--- config.mk ---
export PLATFORM = sky130hd
export DESIGN_NAME = occ5_top
export DESIGN_NICKNAME = d
export VERILOG_FILES = /design/src/hw/occ5_pkg.sv /design/src/hw/occ5_div.sv /design/src/hw/occ5_pin.sv /design/src/hw/occ5_top.sv
export VERILOG_INCLUDE_DIRS = /design/src /design/src/hw
export SDC_FILE = /design/constraint.sdc
export NUM_CORES = 1
export LEC_CHECK = 0
export BUFFER_PORTS_ARGS = -buffer_cell sky130_fd_sc_hd__buf_2
export CORE_MARGIN = 2
export CORE_UTILIZATION = 44
export CTS_CLUSTER_DIAMETER = 200
export CTS_CLUSTER_SIZE = 25
export DETAILED_ROUTE_END_ITERATION = 7
export GPL_TIMING_DRIVEN = 0
export PLACE_DENSITY = 0.76
export SLEW_MARGIN = 15
export SYNTH_ARGS = -nofsm -noshare
export SYNTH_HDL_FRONTEND = slang
export SYNTH_SLANG_ARGS = --single-unit
--- constraint.sdc ---
create_clock -name aclk -period 2.1 [get_ports aclk]
set_input_delay 0.315 -clock aclk [delete_from_list [all_inputs] [get_ports aclk]]
set_output_delay 0.315 -clock aclk [all_outputs]
set_load 0.005 [all_outputs]
--- src/hw/occ5_defines.svh ---
// Offsets, field positions, reset values and bus codes for the channel five control block
// Assumes inclusion by bare name from the package and design modules
`ifndef OCC5_DEFINES_SVH
`define OCC5_DEFINES_SVH

// Register indices; byte address is four times the index
`define OCC5_IDX_OUTCTL   8'h27
`define OCC5_IDX_OUTDIV   8'h28
`define OCC5_IDX_REFCFG   8'h29
`define OCC5_IDX_STATUS   8'h2a

// Output control field positions
`define OCC5_SRC_HI       7
`define OCC5_SRC_LO       6
`define OCC5_FMT_HI       5
`define OCC5_FMT_LO       4
`define OCC5_MODEA_HI     3
`define OCC5_MODEA_LO     2
`define OCC5_MODEB_HI     1
`define OCC5_MODEB_LO     0

// Reset values
`define OCC5_OUTCTL_RST   8'h18
`define OCC5_OUTDIV_RST   8'h02
`define OCC5_REFCFG_RST   8'h00

// Bus answers
`define OCC5_RESP_OKAY    2'h0
`define OCC5_RESP_SLVERR  2'h2

`endif

--- src/hw/occ5_pkg.sv ---
// Types shared by the channel five control block
// Assumes occ5_defines.svh is on the include path
package occ5_pkg;

  `include "occ5_defines.svh"

  typedef enum logic [1:0] {
    SRC_SYN_FIRST  = 2'h0,
    SRC_SYN_SECOND = 2'h1,
    SRC_REF_PRI    = 2'h2,
    SRC_REF_SEC    = 2'h3
  } occ5_src_t;

  typedef enum logic [1:0] {
    FMT_OFF  = 2'h0,
    FMT_DIFF = 2'h1,
    FMT_HCSL = 2'h2,
    FMT_CMOS = 2'h3
  } occ5_fmt_t;

  typedef enum logic [1:0] {
    PIN_OFF_TRI  = 2'h0,
    PIN_OFF_LOW  = 2'h1,
    PIN_ON_INV   = 2'h2,
    PIN_ON_TRUE  = 2'h3
  } occ5_pin_mode_t;

endpackage : occ5_pkg

--- src/hw/occ5_div.sv ---
// Output divider counting source enable pulses
// Assumes src_tick is a one-cycle pulse on aclk
`timescale 1ns/1ns
module occ5_div
  import occ5_pkg::*;
#(
  parameter int WIDTH = 8
)
(
  // Clock and reset
  input  wire logic             aclk,
  input  wire logic             aresetn,
  // Control
  input  wire logic [WIDTH-1:0] ratio_m1,
  input  wire logic             bypass,
  // Clock pulses
  input  wire logic             src_tick,
  output logic                  out_tick
);

  // Refused at elaboration: the counter compare is only sized for these widths
  if (WIDTH < 1 || WIDTH > 16)
  begin : g_width_bad
    $error("occ5_div: WIDTH out of range");
  end

  logic [WIDTH-1:0] cnt_r;
  logic [WIDTH-1:0] cnt_nxt;
  logic             wrap;

  // Ratio is field plus one; a counter past a shrunken ratio wraps at once
  assign wrap    = (cnt_r >= ratio_m1);
  assign cnt_nxt = (bypass || wrap) ? '0 : cnt_r + 1'b1;

  always_ff @(posedge aclk)
  begin
    if (!aresetn)
    begin
      cnt_r    <= '0;
      out_tick <= 1'b0;
    end
    else
    begin
      out_tick <= src_tick && (bypass || wrap);
      if (src_tick)
        cnt_r <= cnt_nxt;
    end
  end

endmodule : occ5_div

--- src/hw/occ5_pin.sv ---
// Drive and enable for one output pin of channel five
// Assumes lvl is the channel clock level on aclk
`timescale 1ns/1ns
module occ5_pin
  import occ5_pkg::*;
#(
  parameter bit NEG_PIN = 1'b0
)
(
  // Clock and reset
  input  wire logic       aclk,
  input  wire logic       aresetn,
  // Control
  input  wire logic [1:0] fmt,
  input  wire logic [1:0] mode,
  input  wire logic       lvl,
  // Pin
  output logic            pin_o,
  output logic            pin_oe
);

  logic cmos_o;
  logic cmos_oe;
  logic diff_o;
  logic diff_oe;

  // Single-ended: mode decides power and polarity per pin
  assign cmos_oe = (mode != PIN_OFF_TRI);
  assign cmos_o  = (mode == PIN_ON_TRUE) ? lvl :
                   (mode == PIN_ON_INV)  ? ~lvl : 1'b0;
  // Differential pair: negative pin is complement; HCSL load code 0 floats it
  assign diff_oe = !(NEG_PIN && fmt == FMT_HCSL && mode == 2'h0);
  assign diff_o  = NEG_PIN ? ~lvl : lvl;

  always_ff @(posedge aclk)
  begin
    if (!aresetn)
    begin
      pin_o  <= 1'b0;
      pin_oe <= 1'b0;
    end
    else
    begin
      case (fmt)
        FMT_CMOS:
        begin
          pin_o  <= cmos_o;
          pin_oe <= cmos_oe;
        end
        FMT_DIFF, FMT_HCSL:
        begin
          pin_o  <= diff_o;
          pin_oe <= diff_oe;
        end
        default:
        begin
          pin_o  <= 1'b0;
          pin_oe <= 1'b0;
        end
      endcase
    end
  end

endmodule : occ5_pin

--- src/hw/occ5_top.sv ---
// Channel five output control: source select, divider, driver format, AXI4-Lite registers
// Assumes source clocks arrive as one-cycle enable pulses on aclk
//
// Overview of operation
// Source field picks synthesizer or reference
// Divider acts only on synthesizer sources
// Divide ratio is field value plus one
// Format field: off, differential, HCSL, CMOS
// First mode field sets positive pin in CMOS format
// Second mode field sets negative pin in CMOS format; in HCSL its code 0 floats it
// Doubler on delivers doubled reference pulses
`timescale 1ns/1ns
module occ5_top
  import occ5_pkg::*;
#(
  parameter int ADDR_W = 8
)
(
  // Clock and reset
  input  wire logic              aclk,
  input  wire logic              aresetn,
  // AXI4-Lite write address
  input  wire logic [ADDR_W-1:0] s_axi_awaddr,
  input  wire logic [2:0]        s_axi_awprot,
  input  wire logic              s_axi_awvalid,
  output logic                   s_axi_awready,
  // AXI4-Lite write data
  input  wire logic [31:0]       s_axi_wdata,
  input  wire logic [3:0]        s_axi_wstrb,
  input  wire logic              s_axi_wvalid,
  output logic                   s_axi_wready,
  // AXI4-Lite write response
  output logic [1:0]             s_axi_bresp,
  output logic                   s_axi_bvalid,
  input  wire logic              s_axi_bready,
  // AXI4-Lite read address
  input  wire logic [ADDR_W-1:0] s_axi_araddr,
  input  wire logic [2:0]        s_axi_arprot,
  input  wire logic              s_axi_arvalid,
  output logic                   s_axi_arready,
  // AXI4-Lite read data
  output logic [31:0]            s_axi_rdata,
  output logic [1:0]             s_axi_rresp,
  output logic                   s_axi_rvalid,
  input  wire logic              s_axi_rready,
  // Source clock pulses
  input  wire logic              syn_first_tick,
  input  wire logic              syn_second_tick,
  input  wire logic              ref_pri_tick,
  input  wire logic              ref_sec_tick,
  input  wire logic              ref_pri_dbl_tick,
  input  wire logic              ref_sec_dbl_tick,
  // Channel clock
  output logic                   ch5_tick,
  output logic                   ch5_lvl,
  // Driver settings
  output logic [1:0]             ch5_format,
  output logic [1:0]             ch5_driver_setting_a,
  output logic [1:0]             ch5_driver_setting_b,
  // Pins
  output logic                   out_p_o,
  output logic                   out_p_oe,
  output logic                   out_n_o,
  output logic                   out_n_oe
);

  // Refused at elaboration: narrower buses cannot reach the status register
  if (ADDR_W < 8 || ADDR_W > 32)
  begin : g_addr_w_bad
    $error("occ5_top: ADDR_W out of range");
  end

  // Byte addresses of the registers
  localparam logic [ADDR_W-1:0] A_OUTCTL = ADDR_W'({`OCC5_IDX_OUTCTL, 2'b00});
  localparam logic [ADDR_W-1:0] A_OUTDIV = ADDR_W'({`OCC5_IDX_OUTDIV, 2'b00});
  localparam logic [ADDR_W-1:0] A_REFCFG = ADDR_W'({`OCC5_IDX_REFCFG, 2'b00});
  localparam logic [ADDR_W-1:0] A_STATUS = ADDR_W'({`OCC5_IDX_STATUS, 2'b00});

  // Register state
  logic [7:0]        outctl_r;
  logic [7:0]        outdiv_r;
  logic              dbl_en_r;
  logic              lvl_r;

  // Write channel state
  logic              aw_held_r;
  logic [ADDR_W-1:0] aw_addr_r;
  logic              w_held_r;
  logic [31:0]       w_data_r;
  logic              w_strb0_r;
  logic              bvalid_r;
  logic [1:0]        bresp_r;

  // Read channel state
  logic              rvalid_r;
  logic [31:0]       rdata_r;
  logic [1:0]        rresp_r;

  // Write decode
  wire               aw_take   = s_axi_awvalid && s_axi_awready;
  wire               w_take    = s_axi_wvalid && s_axi_wready;
  wire               aw_have   = aw_held_r || aw_take;
  wire               w_have    = w_held_r || w_take;
  wire               wr_go     = aw_have && w_have && !bvalid_r;
  wire [ADDR_W-1:0]  wr_addr   = aw_held_r ? aw_addr_r : s_axi_awaddr;
  wire [31:0]        wr_data   = w_held_r ? w_data_r : s_axi_wdata;
  wire               wr_lane0  = w_held_r ? w_strb0_r : s_axi_wstrb[0];
  wire               wr_ctl    = wr_addr == A_OUTCTL;
  wire               wr_div    = wr_addr == A_OUTDIV;
  wire               wr_ref    = wr_addr == A_REFCFG;
  wire               wr_ok     = wr_ctl || wr_div || wr_ref;
  wire [1:0]         wr_resp   = wr_ok ? `OCC5_RESP_OKAY : `OCC5_RESP_SLVERR;

  // Read decode
  wire               ar_take   = s_axi_arvalid && s_axi_arready;
  wire               rd_ctl    = s_axi_araddr == A_OUTCTL;
  wire               rd_div    = s_axi_araddr == A_OUTDIV;
  wire               rd_ref    = s_axi_araddr == A_REFCFG;
  wire               rd_sts    = s_axi_araddr == A_STATUS;
  wire               rd_ok     = rd_ctl || rd_div || rd_ref || rd_sts;
  wire [1:0]         rd_resp   = rd_ok ? `OCC5_RESP_OKAY : `OCC5_RESP_SLVERR;

  // Fields
  wire [1:0]         src_sel   = outctl_r[`OCC5_SRC_HI:`OCC5_SRC_LO];
  wire               bypass    = src_sel[1];
  wire [7:0]         status    = {6'h00, bypass, lvl_r};
  wire [7:0]         rd_byte   = rd_ctl ? outctl_r :
                                 rd_div ? outdiv_r :
                                 rd_ref ? {7'h00, dbl_en_r} :
                                 rd_sts ? status : 8'h00;

  // One write in flight: each channel stalls once its item is held
  assign s_axi_awready = !aw_held_r && !bvalid_r;
  assign s_axi_wready  = !w_held_r && !bvalid_r;
  assign s_axi_bvalid  = bvalid_r;
  assign s_axi_bresp   = bresp_r;
  assign s_axi_arready = !rvalid_r;
  assign s_axi_rvalid  = rvalid_r;
  assign s_axi_rdata   = rdata_r;
  assign s_axi_rresp   = rresp_r;

  // Address and data may come in either order
  always_ff @(posedge aclk)
  begin
    if (!aresetn)
    begin
      aw_held_r <= 1'b0;
      aw_addr_r <= '0;
      w_held_r  <= 1'b0;
      w_data_r  <= 32'h0000_0000;
      w_strb0_r <= 1'b0;
    end
    else
    begin
      if (aw_take && !wr_go)
      begin
        aw_held_r <= 1'b1;
        aw_addr_r <= s_axi_awaddr;
      end
      else if (wr_go)
        aw_held_r <= 1'b0;
      if (w_take && !wr_go)
      begin
        w_held_r  <= 1'b1;
        w_data_r  <= s_axi_wdata;
        w_strb0_r <= s_axi_wstrb[0];
      end
      else if (wr_go)
        w_held_r <= 1'b0;
    end
  end

  // Write response
  always_ff @(posedge aclk)
  begin
    if (!aresetn)
    begin
      bvalid_r <= 1'b0;
      bresp_r  <= `OCC5_RESP_OKAY;
    end
    else if (wr_go)
    begin
      bvalid_r <= 1'b1;
      bresp_r  <= wr_resp;
    end
    else if (s_axi_bready)
      bvalid_r <= 1'b0;
  end

  // Registers; only byte lane 0 carries data, upper lanes are dropped
  always_ff @(posedge aclk)
  begin
    if (!aresetn)
    begin
      outctl_r <= `OCC5_OUTCTL_RST;
      outdiv_r <= `OCC5_OUTDIV_RST;
      dbl_en_r <= 1'b0;
    end
    else if (wr_go && wr_lane0)
    begin
      if (wr_ctl)
        outctl_r <= wr_data[7:0];
      if (wr_div)
        outdiv_r <= wr_data[7:0];
      if (wr_ref)
        dbl_en_r <= wr_data[0];
    end
  end

  // Read answer, one cycle after the address is taken
  always_ff @(posedge aclk)
  begin
    if (!aresetn)
    begin
      rvalid_r <= 1'b0;
      rdata_r  <= 32'h0000_0000;
      rresp_r  <= `OCC5_RESP_OKAY;
    end
    else if (ar_take)
    begin
      rvalid_r <= 1'b1;
      rdata_r  <= {24'h00_0000, rd_byte};
      rresp_r  <= rd_resp;
    end
    else if (s_axi_rready)
      rvalid_r <= 1'b0;
  end

  // Source routing
  logic src_tick;
  wire  pri_tick = dbl_en_r ? ref_pri_dbl_tick : ref_pri_tick;
  wire  sec_tick = dbl_en_r ? ref_sec_dbl_tick : ref_sec_tick;

  always_comb
  begin
    case (src_sel)
      SRC_SYN_FIRST:  src_tick = syn_first_tick;
      SRC_SYN_SECOND: src_tick = syn_second_tick;
      SRC_REF_PRI:    src_tick = pri_tick;
      SRC_REF_SEC:    src_tick = sec_tick;
      default:        src_tick = 1'b0;
    endcase
  end

  // Divider; references pass straight through
  logic div_tick;

  occ5_div #(
    .WIDTH    (8)
  ) u_div (
    .aclk     (aclk),
    .aresetn  (aresetn),
    .ratio_m1 (outdiv_r),
    .bypass   (bypass),
    .src_tick (src_tick),
    .out_tick (div_tick)
  );

  // Channel level toggles per divided pulse, halving the pulse rate
  always_ff @(posedge aclk)
  begin
    if (!aresetn)
      lvl_r <= 1'b0;
    else if (div_tick)
      lvl_r <= ~lvl_r;
  end

  assign ch5_tick             = div_tick;
  assign ch5_lvl              = lvl_r;
  assign ch5_format           = outctl_r[`OCC5_FMT_HI:`OCC5_FMT_LO];
  assign ch5_driver_setting_a = outctl_r[`OCC5_MODEA_HI:`OCC5_MODEA_LO];
  assign ch5_driver_setting_b = outctl_r[`OCC5_MODEB_HI:`OCC5_MODEB_LO];

  // Pins follow the level one cycle later
  occ5_pin #(
    .NEG_PIN (1'b0)
  ) u_pin_p (
    .aclk    (aclk),
    .aresetn (aresetn),
    .fmt     (ch5_format),
    .mode    (ch5_driver_setting_a),
    .lvl     (lvl_r),
    .pin_o   (out_p_o),
    .pin_oe  (out_p_oe)
  );

  occ5_pin #(
    .NEG_PIN (1'b1)
  ) u_pin_n (
    .aclk    (aclk),
    .aresetn (aresetn),
    .fmt     (ch5_format),
    .mode    (ch5_driver_setting_b),
    .lvl     (lvl_r),
    .pin_o   (out_n_o),
    .pin_oe  (out_n_oe)
  );

endmodule : occ5_top
==> out/metrics.csv, run 1 <==
metric;value;unit
synth_largest_area_cell;dfxtp_1;
fmax;503;MHz
maxSlewViolCount;0;
io_buffers;64;
start_util;45.3;%
crit_fanout;9;
ant_nets;0;
worstSetupPathType;reg2reg;
ff2ff_setup_slack;110;ps
drtPass1Iterations;4;
synth_top_area_share;38.0;%
grt_pass1_vias;2662;
synthArstFlopShare;0;%
grt_max_degree;11;
syn_area;3270;um2
synth_cells;369;
viasPerCell;5.02;
drc_errors;0;
wire_per_inst;13.3;um
antennaDiodeCount;0;
design.die.area;8130;um2
cts_max_level;3;
stdcell_count;574;
worstMarginPinSlew;658;ps
hold_path_class;in2reg;
max_stage_delay;560;ps
gp_congestion;0.810;
track_usage;18.9;%
min_from;s_axi_rready;
synth_cell_types;51;
peakVddDrop;0.327;mV
crit_required;2310;ps
crit_path_end_kind;register;
hold_depth;2;
period_minus_slack;1990;ps
chipWidth;90.2;um
gr-total-overflow;0;
start_kind;register;
nets;553;
cp_cell_sequence;o21bai_1 > or3_4 > a211oi_4 > mux2i_1 > nand2_1;
synthFlopType;dfxtp_1;
routed_wl;7650;um
hold_end;s_axi_rvalid$_SDFFE_PN0P_;
synth_edf_count;0;
antenna_found_initial;0;
core_area;7210;um2
synth.yosys.seq_area_share;38.0;%
power.leakage;1.81;nW
clk_pin_slew;70;ps
avgSynthCellArea;8.86;um2
yosysMostFrequentCell;dfxtp_1;
ys_ff_latch;62;
status;finished clean;
cts_made_buffers;9;
period_share;94.7;%
n_fill_cell;675;
cts_tree;built;
reg2reg_from;s_axi_bvalid$_SDFFE_PN0P_;
cp_slowest_cell;a211oi_4;
power_density;689;nW/um2
cts_root_buf;clkbuf_8;
first_iter_violations;172;
grt_pass1_wl;12400;um
dp.cells;557;
relSlewSlack;54.9;%
rr_worst_depth;5;
crit_arrival;2200;ps
layout-drive-gt1-share;29.9;%
seq_area;1240;um2
vias;2882;
cts_sinks;62;
maxCapViolCount;0;
multi_input_area;1760;um2
placementRows;31;
synthTopCellsByCount;62 x dfxtp_1, 45 x nor2_1, 32 x buf_4;
synth_area_leaders;dfxtp_1 38%, mux2i_1 9.2%, buf_4 7.4%;
finClkSkew;10.5;ps
finalPower;2.81;mW
clock_path_buffers;2;
area_growth;24.5;%
ys.warnings.count;0;
r2r-end;outctl_r[3]$_SDFFE_PN1P_;
rsz0062_at_grt;false;
holdBufCountCts;0;
die_height;90.2;um
ios;124;
dp_hpwl;5850;um
finalSetupViolCount;0;
final-hold-violation-count;0;
clkLatencyLatePin;340;ps
metrics by stage:
step | area (um2) | hold slack [ps] | TNS, ps | util [%] | worst slack, ps
after global routing | 4070 | 149 | 0 | 56.4 | 5.12
after floorplan | 3360 | 414 | 0 | - | 115
final | 4070 | 156 | 0 | 56.4 | 111
after detailed placement | 3810 | 455 | -2190 | 52.8 | -248
after global placement | 3810 | 448 | -1450 | 52.8 | -173
after CTS | 4050 | 145 | 0 | 56.2 | 14.3
state kept, by name, summed over array words and instances (netlist names):
signal          flops
s_axi_rresp         1
w_strb0_r           1
s_axi_rvalid        1
u_pin_p.pin_oe      1
u_pin_p.pin_o       1
u_pin_n.pin_oe      1
u_div.out_tick      1
s_axi_bvalid        1
s_axi_rdata         8
w_data_r            8
ch5_lvl             1
u_pin_n.pin_o       1
aw_addr_r           8
aw_held_r           1
dbl_en_r            1
outctl_r            8
outdiv_r            8
s_axi_bresp         1
u_div.cnt_r         8
w_held_r            1
area by class of cell:
class | instances | share of cell area (%)
inverter | 18 | 1.66
timing repair buffer | 66 | 8.24
clock buffer | 11 | 3.72
clock inverter | 4 | 1.72
sequential | 62 | 30.5
buffer | 49 | 7.90
tap | 99 | 3.04
multi-input combinational | 265 | 43.2
critical path: cells and delay by family, from the launching register on:
kind            cells  cell delay (ps)
mux                 1              260
flops               1              350
compound gates      2              760
simple gates        2              490
report_power, final:
group	switching [mW]	internal [mW]	total (mW)
clock	0.461	0.722	1.18
sequential	0.0271	1.22	1.25
combinational	0.193	0.178	0.371
layout by cell type (no fill, tap or decap), types with 8 or more instances in the layout:
cell      count
clkbuf_8     11
nand3_1      14
dfxtp_1      62
buf_4        35
mux2i_1      29
inv_1        17
mux2_2        9
a21oi_1      15
conb_1       26
nand2_1      26
nor2_1       45
buf_2        68
ha_1         11
nor3_1       13
clkbuf_1      8
what timing repair did:
action                     CTS  global route
resized for setup            2             7
buffers inserted             2             0
pin swaps                    1             1
setup endpoints to repair   14            16
how the worst max path moves through the flow:
| stage | from | to | slack [ps] | cells past startpoint |
|---|---|---|---|---|
| after floorplan | outdiv_r[1]$_SDFFE_PN1P_ | u_div.cnt_r[6]$_SDFFE_PN0P_ | 120 | 8 |
| after CTS | outdiv_r[1]$_SDFFE_PN1P_ | u_div.cnt_r[7]$_SDFFE_PN0P_ | 10 | 8 |
| after global routing | aw_addr_r[0]$_SDFFE_PN0P_ | outctl_r[7]$_SDFFE_PN0P_ | 5 | 5 |
| final | s_axi_bvalid$_SDFFE_PN0P_ | outctl_r[3]$_SDFFE_PN1P_ | 110 | 5 |
| after detailed placement | outdiv_r[1]$_SDFFE_PN1P_ | u_div.cnt_r[7]$_SDFFE_PN0P_ | -250 | 8 |
| after global placement | outdiv_r[1]$_SDFFE_PN1P_ | u_div.cnt_r[6]$_SDFFE_PN0P_ | -170 | 8 |
layer usage:
metal | wire (um) | up-vias | track usage [%]
li1 | - | 1448 | -
met5 | 0 | - | 0
met4 | 138 | 0 | 7.56
met1 | 3380 | 1331 | 22.0
met2 | 3770 | 89 | 33.3
met3 | 366 | 14 | 4.61
logic make-up after synthesis:
| logic type | synth area share, % |
|---|---|
| AO/OA/AOI/OAI | 12.1 |
| XOR/XNOR | 0.804 |
| adder cells (fa/ha/maj) | 4.21 |
| buffers and inverters | 11.8 |
| flip-flops | 38.0 |
| multiplexers | 13.0 |
| other | 0.115 |
| AND/OR/NAND/NOR | 20.1 |
(Power assumes the default switching activity.)
==> run 2, diff against run 1 <==
BUFFER_PORTS_ARGS = -buffer_cell sky130_fd_sc_hd__buf_4   (was -buffer_cell sky130_fd_sc_hd__buf_2)
==> run 2 against run 1 <==
  * Clock power decreased by 3%
  * Routed wire length is 3.7% higher
  * Cell count rose by 0.17%
  * Worst hold slack got worse by 12 ps
  * Largest power group unchanged
==> out/metrics.csv, run 2 (synthesis gave the netlist of run 1 again) <==
metric;value;unit
core_area;7210;um2
crit_arrival;2320;ps
cts_tree;built;
cp_slowest_cell;or3_4;
crit_path_end_kind;register;
worstMarginPinSlew;629;ps
rr_worst_depth;6;
hold_path_class;in2reg;
viasPerCell;5.09;
max_stage_delay;430;ps
antennaDiodeCount;0;
start_util;45.3;%
placementRows;31;
routed.top_layer;met4;
path_buf_inv;1;
wl_met3;518;um
met2_length;3930;um
clk_pin_slew;70;ps
ff2ff_setup_slack;20;ps
netSwitchingPower;0.704;mW
maxCapViolCount;0;
finClkSkew;7.32;ps
cp_num_cells;6;
layout-drive-gt1-share;29.8;%
finalSetupViolCount;0;
track_usage;19.7;%
r2r-end;outdiv_r[3]$_SDFFE_PN0P_;
cp_top_family;simple AND/OR/NAND/NOR gates;
power_density;662;nW/um2
design.die.area;8130;um2
cts_root_buf;clkbuf_8;
vias;2928;
cts_sinks;62;
final-hold-violation-count;0;
ios;124;
die_height;90.2;um
grt_pass1_vias;2782;
cts_made_buffers;9;
status;finished clean;
io_buffers;64;
area_growth;29.7;%
relSlewSlack;56.9;%
seq_power_share;44.6;%
grt_max_degree;12;
peakVddDrop;0.385;mV
crit_required;2340;ps
drtPass1Iterations;5;
power_frac_comb;14.6;%
clkLatencyLatePin;350;ps
first_iter_violations;171;
period_share;99.0;%
p_int;2.10;mW
gr-total-overflow;0;
hold_end;s_axi_rvalid$_SDFFE_PN0P_;
routed_wl;7940;um
drc_errors;0;
maxSlewViolCount;0;
holdBufCountCts;0;
place_area;3970;um2
cts_max_level;3;
dp_hpwl;5890;um
antenna_found_initial;0;
cp_cell_sequence;o21bai_1 > or3_4 > nor4_4 > buf_2 > nand3_1 > o31ai_1;
grt_pass1_wl;12900;um
wire_per_inst;13.8;um
met1_length;3340;um
gp_congestion;0.882;
worstSetupPathType;reg2reg;
layout_common_cells;98 x buf_4, 62 x dfxtp_1, 45 x nor2_1;
power_frac_clock;40.8;%
min_from;s_axi_rready;
swShare;25.1;%
hold_depth;2;
clock_path_buffers;2;
period_minus_slack;2080;ps
chipWidth;90.2;um
final_common_cell;buf_4;
fin_util;58.8;%
fmax;481;MHz
crit_fanout;10;
start_kind;register;
finalInstanceArea;4240;um2
reg2reg_from;s_axi_bvalid$_SDFFE_PN0P_;
power.leakage;1.84;nW
ant_nets;0;
nets;553;
run 2: cell types whose count changed in the layout (fill, tap and decap cells not counted), moves of 2 or more:
| cell | previous run | this run |
|---|---|---|
| clkbuf_1 | 8 | 10 |
| buf_4 | 35 | 98 |
| buf_2 | 68 | 4 |
| clkbuf_8 | 11 | 9 |
run 2: how the worst max path moves through the flow:
stage / start / endpoint / slack (ps)
2_1_floorplan: outdiv_r[1]$_SDFFE_PN1P_ / u_div.cnt_r[6]$_SDFFE_PN0P_ / 120
4_1_cts: outdiv_r[1]$_SDFFE_PN1P_ / u_div.cnt_r[2]$_SDFFE_PN0P_ / 10
3_3_place_gp: outdiv_r[1]$_SDFFE_PN1P_ / u_div.cnt_r[2]$_SDFFE_PN0P_ / -190
5_1_grt: s_axi_bvalid$_SDFFE_PN0P_ / outdiv_r[3]$_SDFFE_PN0P_ / -120
6_report: s_axi_bvalid$_SDFFE_PN0P_ / outdiv_r[3]$_SDFFE_PN0P_ / 20
3_5_place_dp: outdiv_r[1]$_SDFFE_PN1P_ / u_div.cnt_r[2]$_SDFFE_PN0P_ / -290
run 2: cell type report:
cell class | count | area, um2
multi-input combinational | 265 | 1760
clock inverter | 6 | 86.3
inverter | 18 | 67.6
tap | 99 | 124
buffer | 49 | 320
sequential | 62 | 1240
timing repair buffer | 66 | 508
fill | 661 | 2980
clock buffer | 10 | 128
run 2: power groups by stage:
| stage | Clock (mW) | Sequential [mW] | Combinational, mW |
|---|---|---|---|
| after global routing | 1.23 | 1.26 | 0.449 |
| final | 1.14 | 1.25 | 0.409 |
| after global placement | 0 | 1.28 | 0.390 |
| after CTS | 1.15 | 1.25 | 0.403 |
| after detailed placement | 0 | 1.28 | 0.399 |
| after floorplan | 0 | 1.27 | 0.241 |
run 2: repair_timing:
item | in CTS | in global routing
setup endpoints to repair | 9 | 23
buffers inserted | 0 | 2
gates resized for setup | 3 | 5
pin swaps | 0 | 3
cloned | 0 | 0
run 2: routing by layer:
metal / vias to the layer above / GRT usage (%)
li1: 1455 / -
met1: 1355 / 22.2
met3: 17 / 6.79
met4: 0 / 6.79
met5: - / 0
met2: 101 / 34.6
run 2: through the flow:
step           setup slack (ps)  hold WS, ps  std cells  setup TNS [ps]  total power [mW]
6_report                   21.1          144        575               0              2.80
5_1_grt                    -116          129        575            -160              2.93
4_1_cts                    13.0          138        573               0              2.81
3_5_place_dp               -291          448        557           -2420              1.68
3_3_place_gp               -191          442        557           -1550              1.67
2_1_floorplan               115          414        394               0              1.52
